**src/host_port_pkg.sv**
```systemverilog
// shared constants for the host cpu port configuration group
package host_port_pkg;

  ////////////////////////////////////////////////////////////////////////////
  // device register addresses
  localparam logic [7:0] ADDR_DMA_WR_LO    = 8'h6E;
  localparam logic [7:0] ADDR_DMA_WR_HI    = 8'h6F;
  localparam logic [7:0] ADDR_LOCK         = 8'h71;
  localparam logic [7:0] ADDR_CLK_SEL      = 8'h73;
  localparam logic [7:0] ADDR_BUS_CFG      = 8'h75;
  localparam logic [7:0] ADDR_SWAP_APPLY   = 8'h77;

  // reset values and key
  localparam logic [7:0] LOCK_KEY          = 8'h56;
  localparam logic [7:0] LOCK_RESET        = 8'h56;
  localparam logic [7:0] CLK_SEL_RESET     = 8'h00;
  localparam logic [7:0] BUS_CFG_RESET     = 8'h00;
  localparam logic [7:0] RELOCK_VALUE      = 8'h00;
  localparam logic [7:0] CLK_SEL_MASK      = 8'h83;
  localparam logic [7:0] BYTE_ZERO         = 8'h00;

  // clock select fields
  localparam int         CLK_ORIGIN_BIT    = 7;
  localparam logic [1:0] FREQ_12M          = 2'h0;
  localparam logic [1:0] FREQ_24M          = 2'h1;
  localparam logic [1:0] FREQ_48M          = 2'h3;

  // bus configuration fields
  localparam int         CFG_IRQ_POL       = 7;
  localparam int         CFG_IRQ_DRIVE     = 6;
  localparam int         CFG_DREQ_POL      = 5;
  localparam int         CFG_DACK_POL      = 4;
  localparam int         CFG_CS_QUAL       = 3;
  localparam int         CFG_SWAP          = 2;
  localparam int         CFG_BE_MODE       = 1;
  localparam int         CFG_BUS8          = 0;

  ////////////////////////////////////////////////////////////////////////////
  // host bridge software map (word indices)
  localparam logic [9:0] HOST_CTRL_IDX     = 10'h100;
  localparam logic [9:0] HOST_STAT_IDX     = 10'h101;
  localparam int         HC_DIR_WRITE      = 0;
  localparam int         HC_AUTO_RELOCK    = 1;
  localparam int         HS_REFUSED        = 0;
  localparam int         HS_CLK_DONE       = 1;
  localparam int         HS_SWAP           = 2;
  localparam logic [1:0] HOST_CTRL_RESET   = 2'h2;

  // bus strobe hold in clk_i cycles
  localparam int         STROBE_HOLD       = 2;

endpackage : host_port_pkg

```
**src/host_port_if.sv**
```systemverilog
// parallel host cpu bus between the bridge and the configuration block
`timescale 1ns/100ps
interface host_port_if;
  logic        chip_select_pin_n;
  logic        rd_n;
  logic        wr_n;
  logic        wr_strobe_hi_n;
  logic        wr_strobe_lo_n;
  logic [7:0]  addr;
  logic [15:0] wdata;
  logic [15:0] rdata;
  logic        dma_ack_pin;
  logic        dma_request_pin;
  logic        irq_pin_out;
  logic        irq_pin_oe;
  logic        irq_pin;

  // undriven pin is pulled to its inactive level, which out holds while released
  assign irq_pin = irq_pin_oe ? irq_pin_out : irq_pin_out;

  modport device (
    input  chip_select_pin_n, rd_n, wr_n, wr_strobe_hi_n, wr_strobe_lo_n, addr, wdata, dma_ack_pin,
    output rdata, dma_request_pin, irq_pin_out, irq_pin_oe
  );

  modport host (
    output chip_select_pin_n, rd_n, wr_n, wr_strobe_hi_n, wr_strobe_lo_n, addr, wdata, dma_ack_pin,
    input  rdata, dma_request_pin, irq_pin
  );
endinterface : host_port_if

```
**src/byte_lane_decode.sv**
```systemverilog
// address decode and read selection for one byte lane
`timescale 1ns/100ps
module byte_lane_decode
  import host_port_pkg::*;
(
  // lane address and register values
  input  wire logic [7:0] lane_addr_i,
  input  wire logic [7:0] lock_i,
  input  wire logic [7:0] clk_sel_i,
  input  wire logic [7:0] bus_cfg_i,
  // decode results
  output wire logic       hit_lock_o,
  output wire logic       hit_clk_o,
  output wire logic       hit_cfg_o,
  output wire logic       hit_dma_o,
  output wire logic       hit_apply_o,
  output wire logic [7:0] rd_byte_o
);
  assign hit_lock_o  = (lane_addr_i == ADDR_LOCK);
  assign hit_clk_o   = (lane_addr_i == ADDR_CLK_SEL);
  assign hit_cfg_o   = (lane_addr_i == ADDR_BUS_CFG);
  assign hit_dma_o   = (lane_addr_i == ADDR_DMA_WR_LO) || (lane_addr_i == ADDR_DMA_WR_HI);
  assign hit_apply_o = (lane_addr_i == ADDR_SWAP_APPLY);

  // write-only and unmapped addresses read as zero
  assign rd_byte_o = hit_lock_o ? lock_i :
                     hit_clk_o  ? (clk_sel_i & CLK_SEL_MASK) :
                     hit_cfg_o  ? bus_cfg_i : BYTE_ZERO;
endmodule : byte_lane_decode

```
**src/host_port_device.sv**
```systemverilog
// configuration register group and dma write port of the device end
`timescale 1ns/100ps
module host_port_device
  import host_port_pkg::*;
(
  // clock and reset
  input  wire logic        clk_i,
  input  wire logic        rst_i,
  // parallel cpu bus
  host_port_if.device      bus,
  // system controls
  input  wire logic        cpu_cut_i,
  input  wire logic        global_soft_reset_i,
  input  wire logic        dma_register_mode_i,
  input  wire logic        irq_request_i,
  input  wire logic        dma_request_i,
  // fifo write side, bit 1 = high lane byte
  output logic [1:0]       fifo_push_o,
  output logic [15:0]      fifo_data_o,
  // decoded configuration
  output logic             dma_access_o,
  output logic             clock_origin_o,
  output logic [1:0]       input_freq_code_o,
  output logic             external_clock_enable_o,
  output logic             bus_width_8_o,
  output logic             byte_enable_mode_o,
  output logic             swap_active_o
);

  ////////////////////////////////////////////////////////////////////////////
  // state
  logic [7:0]  lock_reg,    lock_next;
  logic [7:0]  clk_sel_reg, clk_sel_next;
  logic [7:0]  bus_cfg_reg, bus_cfg_next;
  logic        swap_reg,    swap_next;
  logic [1:0]  wr_prev_reg;
  logic        rd_prev_reg;
  logic [15:0] rdata_reg,   rdata_next;
  logic        dreq_pin_reg;
  logic        irq_out_reg;
  logic        irq_oe_reg;

  ////////////////////////////////////////////////////////////////////////////
  // bus qualification
  wire        bus_ok   = ~cpu_cut_i;
  wire        cs_act   = bus_ok & ~bus.chip_select_pin_n;
  wire        be_mode  = bus_cfg_reg[CFG_BE_MODE];
  wire        bus8     = bus_cfg_reg[CFG_BUS8] & ~be_mode;
  wire        wr_gate  = ~be_mode | ~bus.wr_n;
  wire        hi_wr    = cs_act & ~bus8 & ~bus.wr_strobe_hi_n & wr_gate;
  wire        lo_wr    = cs_act & ~bus.wr_strobe_lo_n & wr_gate;
  wire        rd_act   = cs_act & ~bus.rd_n;
  // act once per strobe, so a long strobe pushes a single byte
  wire        hi_ev    = hi_wr & ~wr_prev_reg[1];
  wire        lo_ev    = lo_wr & ~wr_prev_reg[0];
  wire        rd_ev    = rd_act & ~rd_prev_reg;

  // lane addresses; even address is the upper byte unless swapped; 8-bit mode puts every address on the lower byte
  wire [7:0]  even_adr = {bus.addr[7:1], 1'b0};
  wire [7:0]  odd_adr  = {bus.addr[7:1], 1'b1};
  wire [7:0]  hi_adr   = swap_reg ? odd_adr : even_adr;
  wire [7:0]  lo_adr   = bus8 ? bus.addr : (swap_reg ? even_adr : odd_adr);
  wire [7:0]  hi_byte  = bus.wdata[15:8];
  wire [7:0]  lo_byte  = bus.wdata[7:0];

  wire        hi_lock, hi_clk, hi_cfg, hi_dma, hi_apply;
  wire        lo_lock, lo_clk, lo_cfg, lo_dma, lo_apply;
  wire [7:0]  hi_rd, lo_rd;

  byte_lane_decode u_lane_hi (
    .lane_addr_i (hi_adr),
    .lock_i      (lock_reg),
    .clk_sel_i   (clk_sel_reg),
    .bus_cfg_i   (bus_cfg_reg),
    .hit_lock_o  (hi_lock),
    .hit_clk_o   (hi_clk),
    .hit_cfg_o   (hi_cfg),
    .hit_dma_o   (hi_dma),
    .hit_apply_o (hi_apply),
    .rd_byte_o   (hi_rd)
  );

  byte_lane_decode u_lane_lo (
    .lane_addr_i (lo_adr),
    .lock_i      (lock_reg),
    .clk_sel_i   (clk_sel_reg),
    .bus_cfg_i   (bus_cfg_reg),
    .hit_lock_o  (lo_lock),
    .hit_clk_o   (lo_clk),
    .hit_cfg_o   (lo_cfg),
    .hit_dma_o   (lo_dma),
    .hit_apply_o (lo_apply),
    .rd_byte_o   (lo_rd)
  );

  ////////////////////////////////////////////////////////////////////////////
  // register writes; no sleep gating, so all stay reachable
  wire        unlocked = (lock_reg == LOCK_KEY);
  wire        wr_lock  = (hi_ev & hi_lock) | (lo_ev & lo_lock);
  wire        wr_clk   = unlocked & ((hi_ev & hi_clk) | (lo_ev & lo_clk));
  wire        wr_cfg   = unlocked & ((hi_ev & hi_cfg) | (lo_ev & lo_cfg));
  wire [7:0]  lock_in  = (hi_ev & hi_lock) ? hi_byte : lo_byte;
  wire [7:0]  clk_in   = (hi_ev & hi_clk) ? hi_byte : lo_byte;
  wire [7:0]  cfg_in   = (hi_ev & hi_cfg) ? hi_byte : lo_byte;
  wire        apply    = rd_ev & (lo_apply | (~bus8 & hi_apply));

  assign lock_next    = global_soft_reset_i ? LOCK_RESET :
                        wr_lock ? lock_in : lock_reg;
  assign clk_sel_next = global_soft_reset_i ? CLK_SEL_RESET :
                        wr_clk ? (clk_in & CLK_SEL_MASK) : clk_sel_reg;
  assign bus_cfg_next = global_soft_reset_i ? BUS_CFG_RESET :
                        wr_cfg ? cfg_in : bus_cfg_reg;
  // soft reset clears the setting but the lane swap waits for the dummy read
  assign swap_next    = apply ? bus_cfg_reg[CFG_SWAP] : swap_reg;
  assign rdata_next   = rd_ev ? {(bus8 ? BYTE_ZERO : hi_rd), lo_rd} : rdata_reg;

  // dma port: either address is a byte port in 8-bit mode
  wire        push_hi  = dma_register_mode_i & hi_ev & hi_dma;
  wire        push_lo  = dma_register_mode_i & lo_ev & lo_dma;

  ////////////////////////////////////////////////////////////////////////////
  // pins
  wire        irq_pol  = bus_cfg_reg[CFG_IRQ_POL];
  wire        irq_lvl  = irq_request_i ? irq_pol : ~irq_pol;
  wire        irq_drv  = ~bus_cfg_reg[CFG_IRQ_DRIVE] | irq_request_i;
  wire        dreq_lvl = ~(dma_request_i ^ bus_cfg_reg[CFG_DREQ_POL]);
  wire        dack_act = bus_ok & (bus.dma_ack_pin == bus_cfg_reg[CFG_DACK_POL]);
  wire        dma_ok   = dack_act & (~bus_cfg_reg[CFG_CS_QUAL] | cs_act);

  assign bus.rdata           = rdata_reg;
  assign bus.dma_request_pin = dreq_pin_reg;
  assign bus.irq_pin_out     = irq_out_reg;
  assign bus.irq_pin_oe      = irq_oe_reg;

  always_ff @(posedge clk_i) begin
    if (rst_i) begin
      lock_reg     <= LOCK_RESET;
      clk_sel_reg  <= CLK_SEL_RESET;
      bus_cfg_reg  <= BUS_CFG_RESET;
      swap_reg     <= 1'b0;
      wr_prev_reg  <= 2'b00;
      rd_prev_reg  <= 1'b0;
      rdata_reg    <= 16'h0000;
    end else begin
      lock_reg     <= lock_next;
      clk_sel_reg  <= clk_sel_next;
      bus_cfg_reg  <= bus_cfg_next;
      swap_reg     <= swap_next;
      wr_prev_reg  <= {hi_wr, lo_wr};
      rd_prev_reg  <= rd_act;
      rdata_reg    <= rdata_next;
    end
  end

  always_ff @(posedge clk_i) begin
    if (rst_i) begin
      fifo_push_o             <= 2'b00;
      fifo_data_o             <= 16'h0000;
      dma_access_o            <= 1'b0;
      dreq_pin_reg            <= 1'b1;
      irq_out_reg             <= 1'b1;
      irq_oe_reg              <= 1'b1;
    end else begin
      fifo_push_o             <= {push_hi, push_lo};
      fifo_data_o             <= bus.wdata;
      dma_access_o            <= dma_ok;
      dreq_pin_reg            <= dreq_lvl;
      irq_out_reg             <= irq_lvl;
      irq_oe_reg              <= irq_drv;
    end
  end

  always_ff @(posedge clk_i) begin
    if (rst_i) begin
      clock_origin_o          <= 1'b0;
      input_freq_code_o       <= FREQ_12M;
      external_clock_enable_o <= 1'b0;
      bus_width_8_o           <= 1'b0;
      byte_enable_mode_o      <= 1'b0;
      swap_active_o           <= 1'b0;
    end else begin
      clock_origin_o          <= clk_sel_reg[CLK_ORIGIN_BIT];
      input_freq_code_o       <= clk_sel_reg[1:0];
      external_clock_enable_o <= clk_sel_reg[CLK_ORIGIN_BIT] & bus_ok;
      bus_width_8_o           <= bus8;
      byte_enable_mode_o      <= be_mode;
      swap_active_o           <= swap_reg;
    end
  end

endmodule : host_port_device

```
**src/flat_wrapper.sv**
```systemverilog
// flat-port wrapper written by rule: the top's interface ports become plain ports
module host_port_device_flat import host_port_pkg::*;
  (clk_i, rst_i, cpu_cut_i, global_soft_reset_i, dma_register_mode_i, irq_request_i, dma_request_i, fifo_push_o, fifo_data_o, dma_access_o, clock_origin_o, input_freq_code_o, external_clock_enable_o, bus_width_8_o, byte_enable_mode_o, swap_active_o, bus_chip_select_pin_n, bus_rd_n, bus_wr_n, bus_wr_strobe_hi_n, bus_wr_strobe_lo_n, bus_addr, bus_wdata, bus_dma_ack_pin, bus_rdata, bus_dma_request_pin, bus_irq_pin_out, bus_irq_pin_oe);
  host_port_if bus_i ();
  input  wire logic clk_i;
  input  wire logic rst_i;
  input  wire logic cpu_cut_i;
  input  wire logic global_soft_reset_i;
  input  wire logic dma_register_mode_i;
  input  wire logic irq_request_i;
  input  wire logic dma_request_i;
  output logic [1:0] fifo_push_o;
  output logic [15:0] fifo_data_o;
  output logic dma_access_o;
  output logic clock_origin_o;
  output logic [1:0] input_freq_code_o;
  output logic external_clock_enable_o;
  output logic bus_width_8_o;
  output logic byte_enable_mode_o;
  output logic swap_active_o;
  input wire logic [$bits(bus_i.chip_select_pin_n)-1:0] bus_chip_select_pin_n;
  input wire logic [$bits(bus_i.rd_n)-1:0] bus_rd_n;
  input wire logic [$bits(bus_i.wr_n)-1:0] bus_wr_n;
  input wire logic [$bits(bus_i.wr_strobe_hi_n)-1:0] bus_wr_strobe_hi_n;
  input wire logic [$bits(bus_i.wr_strobe_lo_n)-1:0] bus_wr_strobe_lo_n;
  input wire logic [$bits(bus_i.addr)-1:0] bus_addr;
  input wire logic [$bits(bus_i.wdata)-1:0] bus_wdata;
  input wire logic [$bits(bus_i.dma_ack_pin)-1:0] bus_dma_ack_pin;
  output wire logic [$bits(bus_i.rdata)-1:0] bus_rdata;
  output wire logic [$bits(bus_i.dma_request_pin)-1:0] bus_dma_request_pin;
  output wire logic [$bits(bus_i.irq_pin_out)-1:0] bus_irq_pin_out;
  output wire logic [$bits(bus_i.irq_pin_oe)-1:0] bus_irq_pin_oe;
  assign bus_i.chip_select_pin_n = bus_chip_select_pin_n;
  assign bus_i.rd_n = bus_rd_n;
  assign bus_i.wr_n = bus_wr_n;
  assign bus_i.wr_strobe_hi_n = bus_wr_strobe_hi_n;
  assign bus_i.wr_strobe_lo_n = bus_wr_strobe_lo_n;
  assign bus_i.addr = bus_addr;
  assign bus_i.wdata = bus_wdata;
  assign bus_i.dma_ack_pin = bus_dma_ack_pin;
  assign bus_rdata = bus_i.rdata;
  assign bus_dma_request_pin = bus_i.dma_request_pin;
  assign bus_irq_pin_out = bus_i.irq_pin_out;
  assign bus_irq_pin_oe = bus_i.irq_pin_oe;
  host_port_device u_core (.clk_i(clk_i), .rst_i(rst_i), .bus(bus_i), .cpu_cut_i(cpu_cut_i), .global_soft_reset_i(global_soft_reset_i), .dma_register_mode_i(dma_register_mode_i), .irq_request_i(irq_request_i), .dma_request_i(dma_request_i), .fifo_push_o(fifo_push_o), .fifo_data_o(fifo_data_o), .dma_access_o(dma_access_o), .clock_origin_o(clock_origin_o), .input_freq_code_o(input_freq_code_o), .external_clock_enable_o(external_clock_enable_o), .bus_width_8_o(bus_width_8_o), .byte_enable_mode_o(byte_enable_mode_o), .swap_active_o(swap_active_o));
endmodule
```
**config.mk**
```make
export PLATFORM = sky130hd
export DESIGN_NAME = host_port_device_flat
export DESIGN_NICKNAME = d
export VERILOG_FILES = /design/src/host_port_pkg.sv /design/src/host_port_if.sv /design/src/byte_lane_decode.sv /design/src/host_port_device.sv /design/src/flat_wrapper.sv
export SDC_FILE = /design/constraint.sdc
export NUM_CORES = 1
export LEC_CHECK = 0
export ABC_AREA = 0
export BUFFER_PORTS_ARGS = -buffer_cell sky130_fd_sc_hd__buf_4
export CORE_ASPECT_RATIO = 0.6
export CORE_UTILIZATION = 30
export DETAILED_ROUTE_END_ITERATION = 10
export GPL_TIMING_DRIVEN = 0
export PLACE_DENSITY = 0.54
export SYNTH_ARGS = -nofsm -noshare
export SYNTH_HDL_FRONTEND = slang
export SYNTH_SLANG_ARGS = --single-unit
```
**constraint.sdc**
```tcl
create_clock -name clk_i -period 2.1 [get_ports clk_i]
set_input_delay 0.21 -clock clk_i [delete_from_list [all_inputs] [get_ports clk_i]]
set_output_delay 0.21 -clock clk_i [all_outputs]
set_load 0.02 [all_outputs]
```
## Word level (Yosys, flattened, before mapping)

Cells that the tools add are included.

- Register bits: 68
- Input bits: 37
- Word-level logic and storage cells: 101

- Equal/unequal tests: 14
- Mux-type cells: 14
- Bitwise gates (word level): 51
- Reductions and logical operators: 3

Operators by type and width:

| operator | count |
|---|---|
| == test 8 x 7 -> 1 bit (second input constant) | 13 |
| two-way mux 8 bit | 10 |
| bitwise AND 1 bit | 28 |
| inverter 1 bit | 15 |
| OR 1 bit | 7 |
| two-way mux 1 bit | 4 |
| logical OR 1 bit | 2 |
| OR reduction 2 bit | 1 |
| == test 1 bit | 1 |
| XOR 1 bit | 1 |

## Logic depth before layout (Yosys ltp)

Gate-level depths: netlist of run 1.

- Depth in word-level cells: 10
- Gate-level depth with buffers: 8
- Depth with buffers taken out: 5

## Cells and area by module

From an unflattened synthesis of run 1, not the netlist that was laid out.

- Cells, all modules: 330
- Area total of the unflattened synthesis: 3,108.0 sq um

Modules (own cells, without submodules):

| module | instances | cells an instance | area an instance (sq um) | sequential area each (sq um) |
|---|---|---|---|---|
| host_port_device | 1 | 256 | 2,605.0 | 1,361.3 |
| byte_lane_decode | 2 | 37 | 251.5 | 0.0 |

## Worst setup path after synthesis of run 1

OpenSTA, ideal clock, no wires.

- Path kind: register to register
- Start point: register u_core.bus_cfg_reg[1]
- End point: register u_core.lock_reg[3]
- Library setup time: 0.121 ns
- Arrival time: 1.539 ns
- Required time: 1.979 ns
- Setup slack: 0.440 ns
- Cell stages (with the launch flop): 9
- Clock period less this slack: 1.660 ns
- Cells stage by stage: dfxtp_1 buf_6 a211oi_4 nand3_1 buf_2 or2_1 buf_2 o21ai_0 a21oi_1

- Cells in the longest elaborated chain, start to end: 9
- Elaborated cells on any way between the ends: 16
- Those cells by class: eq/ne (1); mux (2); bitwise (13)

RTL lines:

| what | RTL line | source |
|---|---|---|
| start: declaration | host_port_device.sv:34 | `logic [7:0] bus_cfg_reg, bus_cfg_next;` |
| start signal: assignment | host_port_device.sv:147 | `bus_cfg_reg <= bus_cfg_next;` |
| inverter 1 bit (*) | host_port_device.sv:48, host_port_device.sv:49 |  |
| bitwise AND 1 bit | host_port_device.sv:48 | `wire bus8 = bus_cfg_reg[CFG_BUS8] & ~be_mode;` |
| inverter 1 bit | host_port_device.sv:50 | `wire hi_wr = cs_act & ~bus8 & ~bus.wr_strobe_hi_n & wr_gate;` |
| bitwise AND 1 bit (3 in a row) | host_port_device.sv:50 |  |
| bitwise AND 1 bit | host_port_device.sv:54 | `wire hi_ev = hi_wr & ~wr_prev_reg[1];` |
| bitwise AND 1 bit | host_port_device.sv:99, host_port_device.sv:102 |  |
| two-way mux 8 bit / OR 1 bit (equally long branches) | host_port_device.sv:102, host_port_device.sv:99 |  |
| end signal: assignment | host_port_device.sv:145 | `lock_reg <= lock_next;` |
| end: declaration | host_port_device.sv:32 | `logic [7:0] lock_reg, lock_next;` |

Every way passes the cells marked *; elsewhere a longest branch is shown, timed or not.
A chain may end at the register's enable or synchronous reset.

## Worst setup path after layout of run 1

- Start point: register u_core.bus_cfg_reg[1]
- End point: register u_core.bus_cfg_reg[1]

- Cells in the longest elaborated chain, start to end: 10
- Elaborated cells on any way between the ends: 17
- Those cells by class: eq/ne (1); mux (2); bitwise (14)

RTL lines:

| what | RTL line | source |
|---|---|---|
| inverter 1 bit (*) | host_port_device.sv:48, host_port_device.sv:49 |  |
| bitwise AND 1 bit | host_port_device.sv:48 |  |
| inverter 1 bit | host_port_device.sv:50 |  |
| bitwise AND 1 bit (3 in a row) | host_port_device.sv:50 |  |
| bitwise AND 1 bit | host_port_device.sv:54 |  |
| bitwise AND 1 bit | host_port_device.sv:101, host_port_device.sv:104 |  |
| OR 1 bit | host_port_device.sv:101 | `wire wr_cfg = unlocked & ((hi_ev & hi_cfg) \| (lo_ev & lo_cfg));` |
| bitwise AND 1 bit | host_port_device.sv:101 |  |

Marks and branches as above.

==> impl_metrics.tcl, run 1 <==
set metrics [dict create \
    grt_max_degree 12 \
    use_met2_pct 24.51 \
    grt_use_met1_pct 30.91 \
    yosysMostFrequentCell "dfxtp_1" \
    first_iter_violations 166 \
    drive_above_1_share_pct 29.78 \
    yosys.area_share.simple_pct 25.12 \
    drtPass1Iterations 5 \
    use_met3_pct 5.583 \
    synthAdderAreaFrac_pct 0 \
    skew_ns 0.005464 \
    status "finished clean" \
    fillers 884 \
    synth-compound-area-share_pct 16.02 \
    cts.sinks 68 \
    period_share_pct 94.48 \
    top_usage_layer "met1" \
    ir_drop_uv 391.7 \
    clk_latency_ns 0.33 \
    drc_errors 0 \
    grt_first_pass_wirelength_um 14250 \
    gp_congestion 0.8875 \
    dp_hpwl_um 6960 \
    clk_pin_slew_ns 0.06 \
    power_leakage_nw 1.533 \
    cts_tree "built" \
    areaGrowthSynthToFinish_pct 38.30 \
    rr_endpoint "u_core.bus_cfg_reg[1]$_SDFFE_PP0P_" \
    synthCells 307 \
    fin_util_pct 44.22 \
    rows 26 \
    end_kind "flop" \
    finalMaxSlewViolations 0 \
    avgSynthCellArea_um2 9.182 \
    ant_nets 0 \
    rr_worst_depth 7 \
    numPortBuffers 81 \
    hold_class "in2reg" \
    power.net_switching_mw 0.7249 \
    tns_ns 0 \
    finalWorstSetupSlack_ns 0.1159 \
    yosysTopAreaCell "dfxtp_1" \
    async_flop_share_pct 0 \
    num_vias 2648 \
    drt-vias-per-instance 5.006 \
    synth_xor_area_share_pct 0.9321 \
    synth_mux_area_share_pct 6.258 \
    comb_power_share_pct 9.0 \
    rrSetupSlack_ns 0.12 \
    yosysUniqueCellTypes 50 \
    die-area_um2 9801 \
    clockRootBuffer "clkbuf_16" \
    n_antenna_cell 0 \
    fin_nets 436 \
    clkPwrFrac_pct 48.1 \
    setup_viol 0 \
    synth_top_family_by_area "simple AND/OR/NAND/NOR gates" \
    ys_seq_elements 68 \
    crit_start "u_core.bus_cfg_reg[1]$_SDFFE_PP0P_" \
    p_int_mw 2.378 \
    ys_warn_count 0 \
    whs_endpoint "u_core.wr_prev_reg[1]$_SDFF_PP0_" \
    synth_top_area_share_pct 48.29 \
    drt-wirelength-per-cell_um 17.50 \
    initial_utilization_pct 31.98 \
    syn-num-nets 344 \
    whs_ns 0.04558 \
    worstPathArrival_ns 2.18 \
    path_class "reg2reg" \
    slew_headroom_pct 53.00 \
    seqPwrFrac_pct 42.9 \
    synth_edf_count 0 \
    max_freq_mhz 504.0 \
    worstPathRequired_ns 2.30 \
    grt_overflow 0 \
    coreArea_um2 8816 \
    fp.dieW_um 127.1 \
    min_from "bus_wr_strobe_hi_n" \
    max-clock-path-buffers 2 \
    start_kind "flop" \
    antenna_found_initial 0 \
    die_y_um 77.09 \
    grt_pass1_vias 2443 \
    dp_slack_ns 0.1202 \
    swShare_pct 23.36 \
    hold_path_depth 2 \
    wirelength_um 9259 \
    synth-seq-area-share_pct 48.29 \
    worstMarginPinSlew_ns 0.7049 \
    layout_min_cycle_time_ns 1.984 \
    cts_max_level 3 \
    max-cap-violations 0 \
    pwr_density_cell_nw_per_um2 795.9 \
    synth.cell_area_um2 2819 \
    synth_top_flop_cell "dfxtp_1" \
    synth_top_cells_by_count "dfxtp_1, nor2_1, nor3_1, nor2b_1, a21oi_1" \
    numCtsBuffers 9 \
    rsz0062_at_grt "yes" \
    io_pins 82 \
    r2r-start "u_core.bus_cfg_reg[1]$_SDFFE_PP0P_" \
    crit_fanout 9 \
    finalHoldViolCount 0 \
    grt_usage_pct 19.52 \
    synth.area.top_cells "dfxtp_1, nor2_1, nor3_1" \
]
==> metrics by stage <==
step                      cells  instance area [um2]  total power [mW]
after global placement      514                 3585             1.636
after CTS                   529                 3876             3.135
after detailed placement    514                 3585             1.634
final                       529                 3899             3.103
after floorplan             307                 2819             1.483
after global routing        529                 3899             3.235
==> power by group through the flow <==
stage | Clock (mW) | Sequential [mW] | Combinational [mW]
after floorplan | 0 | 1.39 | 0.0940
after global placement | 0 | 1.36 | 0.279
after detailed placement | 0 | 1.36 | 0.276
after CTS | 1.53 | 1.33 | 0.277
after global routing | 1.60 | 1.33 | 0.301
final | 1.49 | 1.33 | 0.279
==> cells by family after synthesis <==
group / Yosys count
AND/OR/NAND/NOR: 134
flip-flops: 68
AO/OA/AOI/OAI: 63
buffers and inverters: 22
multiplexers: 17
XOR/XNOR: 3
==> area by class of cell <==
class,count,area (um2),area share (%)
Multi-Input combinational cell,217,1381,35.43
Clock inverter,5,52.55,1.348
Tap cell,126,157.7,4.044
Inverter,6,22.52,0.5777
Buffer,15,68.82,1.765
Timing Repair Buffer,82,615.6,15.79
Sequential cell,68,1361,34.92
Clock buffer,10,239.0,6.130
==> how the worst max path moves through the flow <==
stage	end	slack, ns	cells past startpoint
floorplan	u_core.lock_reg[3]$_SDFFE_PP0P_	0.44	8
global placement	u_core.lock_reg[4]$_SDFFE_PP1P_	0.06	6
detailed placement	u_core.lock_reg[2]$_SDFFE_PP1P_	0.12	6
CTS	u_core.bus_cfg_reg[6]$_SDFFE_PP0P_	0.11	6
global route	u_core.bus_cfg_reg[4]$_SDFFE_PP0P_	-0.03	6
finish	u_core.bus_cfg_reg[1]$_SDFFE_PP0P_	0.12	7
==> metal layers <==
| layer | vias to the layer above | part of all wire (%) |
|---|---|---|
| li1 | 1284 | - |
| met2 | 125 | 36 |
| met1 | 1228 | 54 |
| met3 | 11 | 8.4 |
| met5 | - | 0 |
| met4 | 0 | 0.98 |
==> layout by cell type, fill, tap and decap left out, types with 2 or more instances in the layout <==
cell,instances
a211oi_4,2
nor4_1,2
nor2_1,43
xor2_1,3
nand2_1,12
a22oi_1,5
nor3b_1,2
nand4_1,7
nor3_1,26
nor2b_1,19
or3_1,2
and2_1,2
a221oi_1,4
clkinv_2,3
inv_1,6
clkbuf_16,9
o21ai_0,13
o21ai_1,2
buf_1,3
dfxtp_1,68
o21a_1,4
mux2i_1,12
buf_2,4
nand3_1,2
a21oi_1,14
and4bb_2,2
clkbuf_1,7
o22ai_1,8
buf_4,82
mux2_2,5
nand2b_1,4
==> worst max-delay path, stage by stage (launching register included) <==
cell and delay, ns:
dfxtp_1 0.30, buf_6 0.14, a211oi_4 0.38, nand2_2 0.16, or3_1 0.40, buf_2 0.20, o22ai_1 0.20, nor3_1 0.06
==> what timing repair did <==
item	4_1_cts	5_1_grt
resized for setup	0	3
hold buffers	0	0
endpoints found under the setup margin	0	12
hold endpoints to repair	0	0
buffers inserted	0	1
Power figures use the tool's default switching activity.
==> run 2, diff against run 1 <==
- PLACE_DENSITY: 0.54 -> unset
- SETUP_SLACK_MARGIN: unset -> 0.5
==> run 2 against run 1 <==
Compared with the run above:
- clock-buffer cell count rose by 5
- utilization rose by 6.0 points
- die area did not move
- largest cell class unchanged
- global-route usage rose by 0.46 points
- largest power group unchanged
- fmax rose by 4.8%
==> impl_metrics.tcl, run 2 (same netlist as run 1, synthesis figures left out) <==
set metrics [dict create \
    hold_class "in2reg" \
    crit_family "compound AO/OA/AOI/OAI gates" \
    die-area_um2 9801 \
    grt_usage_pct 19.98 \
    use_met2_pct 26.32 \
    cts_max_level 3 \
    max_freq_mhz 528.4 \
    critPathSlowestCell "or3_4" \
    top_usage_layer "met1" \
    first_iter_violations 160 \
    layout_commonest_cell "buf_4" \
    dp_slack_ns 0.1221 \
    dp_hpwl_um 6846 \
    clk_latency_ns 0.33 \
    fillers 829 \
    numCtsBuffers 9 \
    rsz0062_at_grt "yes" \
    tns_ns 0 \
    grt_use_met1_pct 29.63 \
    rows 26 \
    finalMaxSlewViolations 0 \
    clk_pin_slew_ns 0.05 \
    areaGrowthSynthToFinish_pct 57.08 \
    ant_nets 0 \
    grt_pass1_vias 2688 \
    numPortBuffers 81 \
    initial_utilization_pct 31.98 \
    gp_congestion 0.9213 \
    drive_above_1_share_pct 41.59 \
    finalPower_mw 3.163 \
    stdcell_area_um2 4428 \
    grt_max_degree 11 \
    drtPass1Iterations 4 \
    coreArea_um2 8816 \
    drc_errors 0 \
    dpl_cell_area_um2 3630 \
    num_vias 2786 \
    final_cell_mix "buf_4, dfxtp_1, nor2_1, nor2b_1, nor3_1" \
    layout_min_cycle_time_ns 1.893 \
    use_met3_pct 7.188 \
    status "finished clean" \
    antenna_found_initial 0 \
    drt-wirelength-per-cell_um 17.32 \
    crit_buf_inv 3 \
    slew_headroom_pct 54.04 \
    cts_tree "built" \
    pwr_density_cell_nw_per_um2 714.3 \
    finalWorstSetupSlack_ns 0.2074 \
    start_kind "flop" \
    grt_overflow 0 \
    path_class "reg2reg" \
    clockRootBuffer "clkbuf_16" \
    finalHoldViolCount 0 \
    fp.dieW_um 127.1 \
    power_leakage_nw 1.764 \
    worstPathRequired_ns 2.29 \
    io_pins 82 \
    crit_fanout 8 \
    n_antenna_cell 0 \
    wirelength_um 9594 \
    period_share_pct 90.12 \
    setup_viol 0 \
    cts.sinks 68 \
    skew_ns 0.006779 \
    max-cap-violations 0 \
    worstMarginPinSlew_ns 0.6895 \
    crit_chain "buf_6 -> a211oi_4 -> buf_6 -> nand2_4 -> or3_4 -> buf_8 -> o22ai_2 -> nor3_1" \
    max_stage_delay_ns 0.35 \
    fin_nets 460 \
    max-clock-path-buffers 2 \
    die_y_um 77.09 \
    end_kind "flop" \
    drt-vias-per-instance 5.029 \
    worstPathArrival_ns 2.09 \
    cp_common_cell "buf_6" \
    grt_first_pass_wirelength_um 14770 \
    ir_drop_uv 414.6 \
    instances_no_fill 554 \
    dpl.cell_count 514 \
]
run 2: cell types whose count changed in the layout (fill, tap and decap cells not counted), sizes merged:
| cell | before | now |
|---|---|---|
| buf | 90 | 112 |
| clkbuf | 17 | 24 |
| clkinv | 3 | 0 |
| clkinvlp | 1 | 0 |
run 2: final cells by class:
| class | count | area, um2 | share of cell area [%] |
|---|---|---|---|
| clock buffers | 15 | 267.8 | 6.047 |
| inverters | 6 | 22.52 | 0.5086 |
| flip-flops and latches | 68 | 1364 | 30.80 |
| well taps | 126 | 157.7 | 3.560 |
| clock inverters | 1 | 30.03 | 0.6782 |
| repair buffers | 105 | 854.6 | 19.30 |
| multi-input cells | 217 | 1620 | 36.59 |
| plain buffers | 16 | 111.4 | 2.515 |
run 2: worst reg2reg max path, stage by stage (launching register included):
cell	delay (ns)
dfxtp_2	0.31
buf_6	0.13
a211oi_4	0.34
buf_6	0.17
nand2_4	0.06
or3_4	0.35
buf_8	0.15
o22ai_2	0.18
nor3_1	0.06
run 2: per-stage QoR:
step / utilization, % / hold slack, ns
after detailed placement: 41.17 / 0.3935
after global placement: 41.17 / 0.3899
after global routing: 50.23 / 0.05278
after CTS: 47.30 / 0.03854
after floorplan: - / 0.2817
final: 50.23 / 0.04610
run 2: worst paths after layout:
check                           slack [ns]                                 end                               start  depth (start not counted)
worst max-delay path                  0.21  u_core.bus_cfg_reg[3]$_SDFFE_PP0P_  u_core.bus_cfg_reg[1]$_SDFFE_PP0P_                          8
worst min-delay path                  0.05    u_core.wr_prev_reg[1]$_SDFF_PP0_                  bus_wr_strobe_hi_n                          2
worst max register to register        0.21  u_core.bus_cfg_reg[3]$_SDFFE_PP0P_  u_core.bus_cfg_reg[1]$_SDFFE_PP0P_                          8
worst min register to register        0.46    u_core.bus.irq_pin_oe$_SDFF_PP1_  u_core.bus_cfg_reg[6]$_SDFFE_PP0P_                          1
run 2: layer usage:
metal	wire length [um]	vias up
met2	3886	103
met4	169	0
met3	773	18
li1	-	1336
met5	0	-
met1	4765	1329
run 2: timing repair:
| item | in CTS | in global routing |
|---|---|---|
| endpoints found under the setup margin | 35 | 35 |
| cloned | 0 | 1 |
| buffers inserted | 10 | 13 |
| pin swaps | 11 | 23 |
| gates resized for setup | 27 | 36 |
| hold buffers | 0 | 0 |
run 2: power by group:
group | internal, mW | total, mW | switching (mW)
clock network | 0.986 | 1.52 | 0.532
registers | 1.32 | 1.33 | 0.0113
logic | 0.138 | 0.315 | 0.177
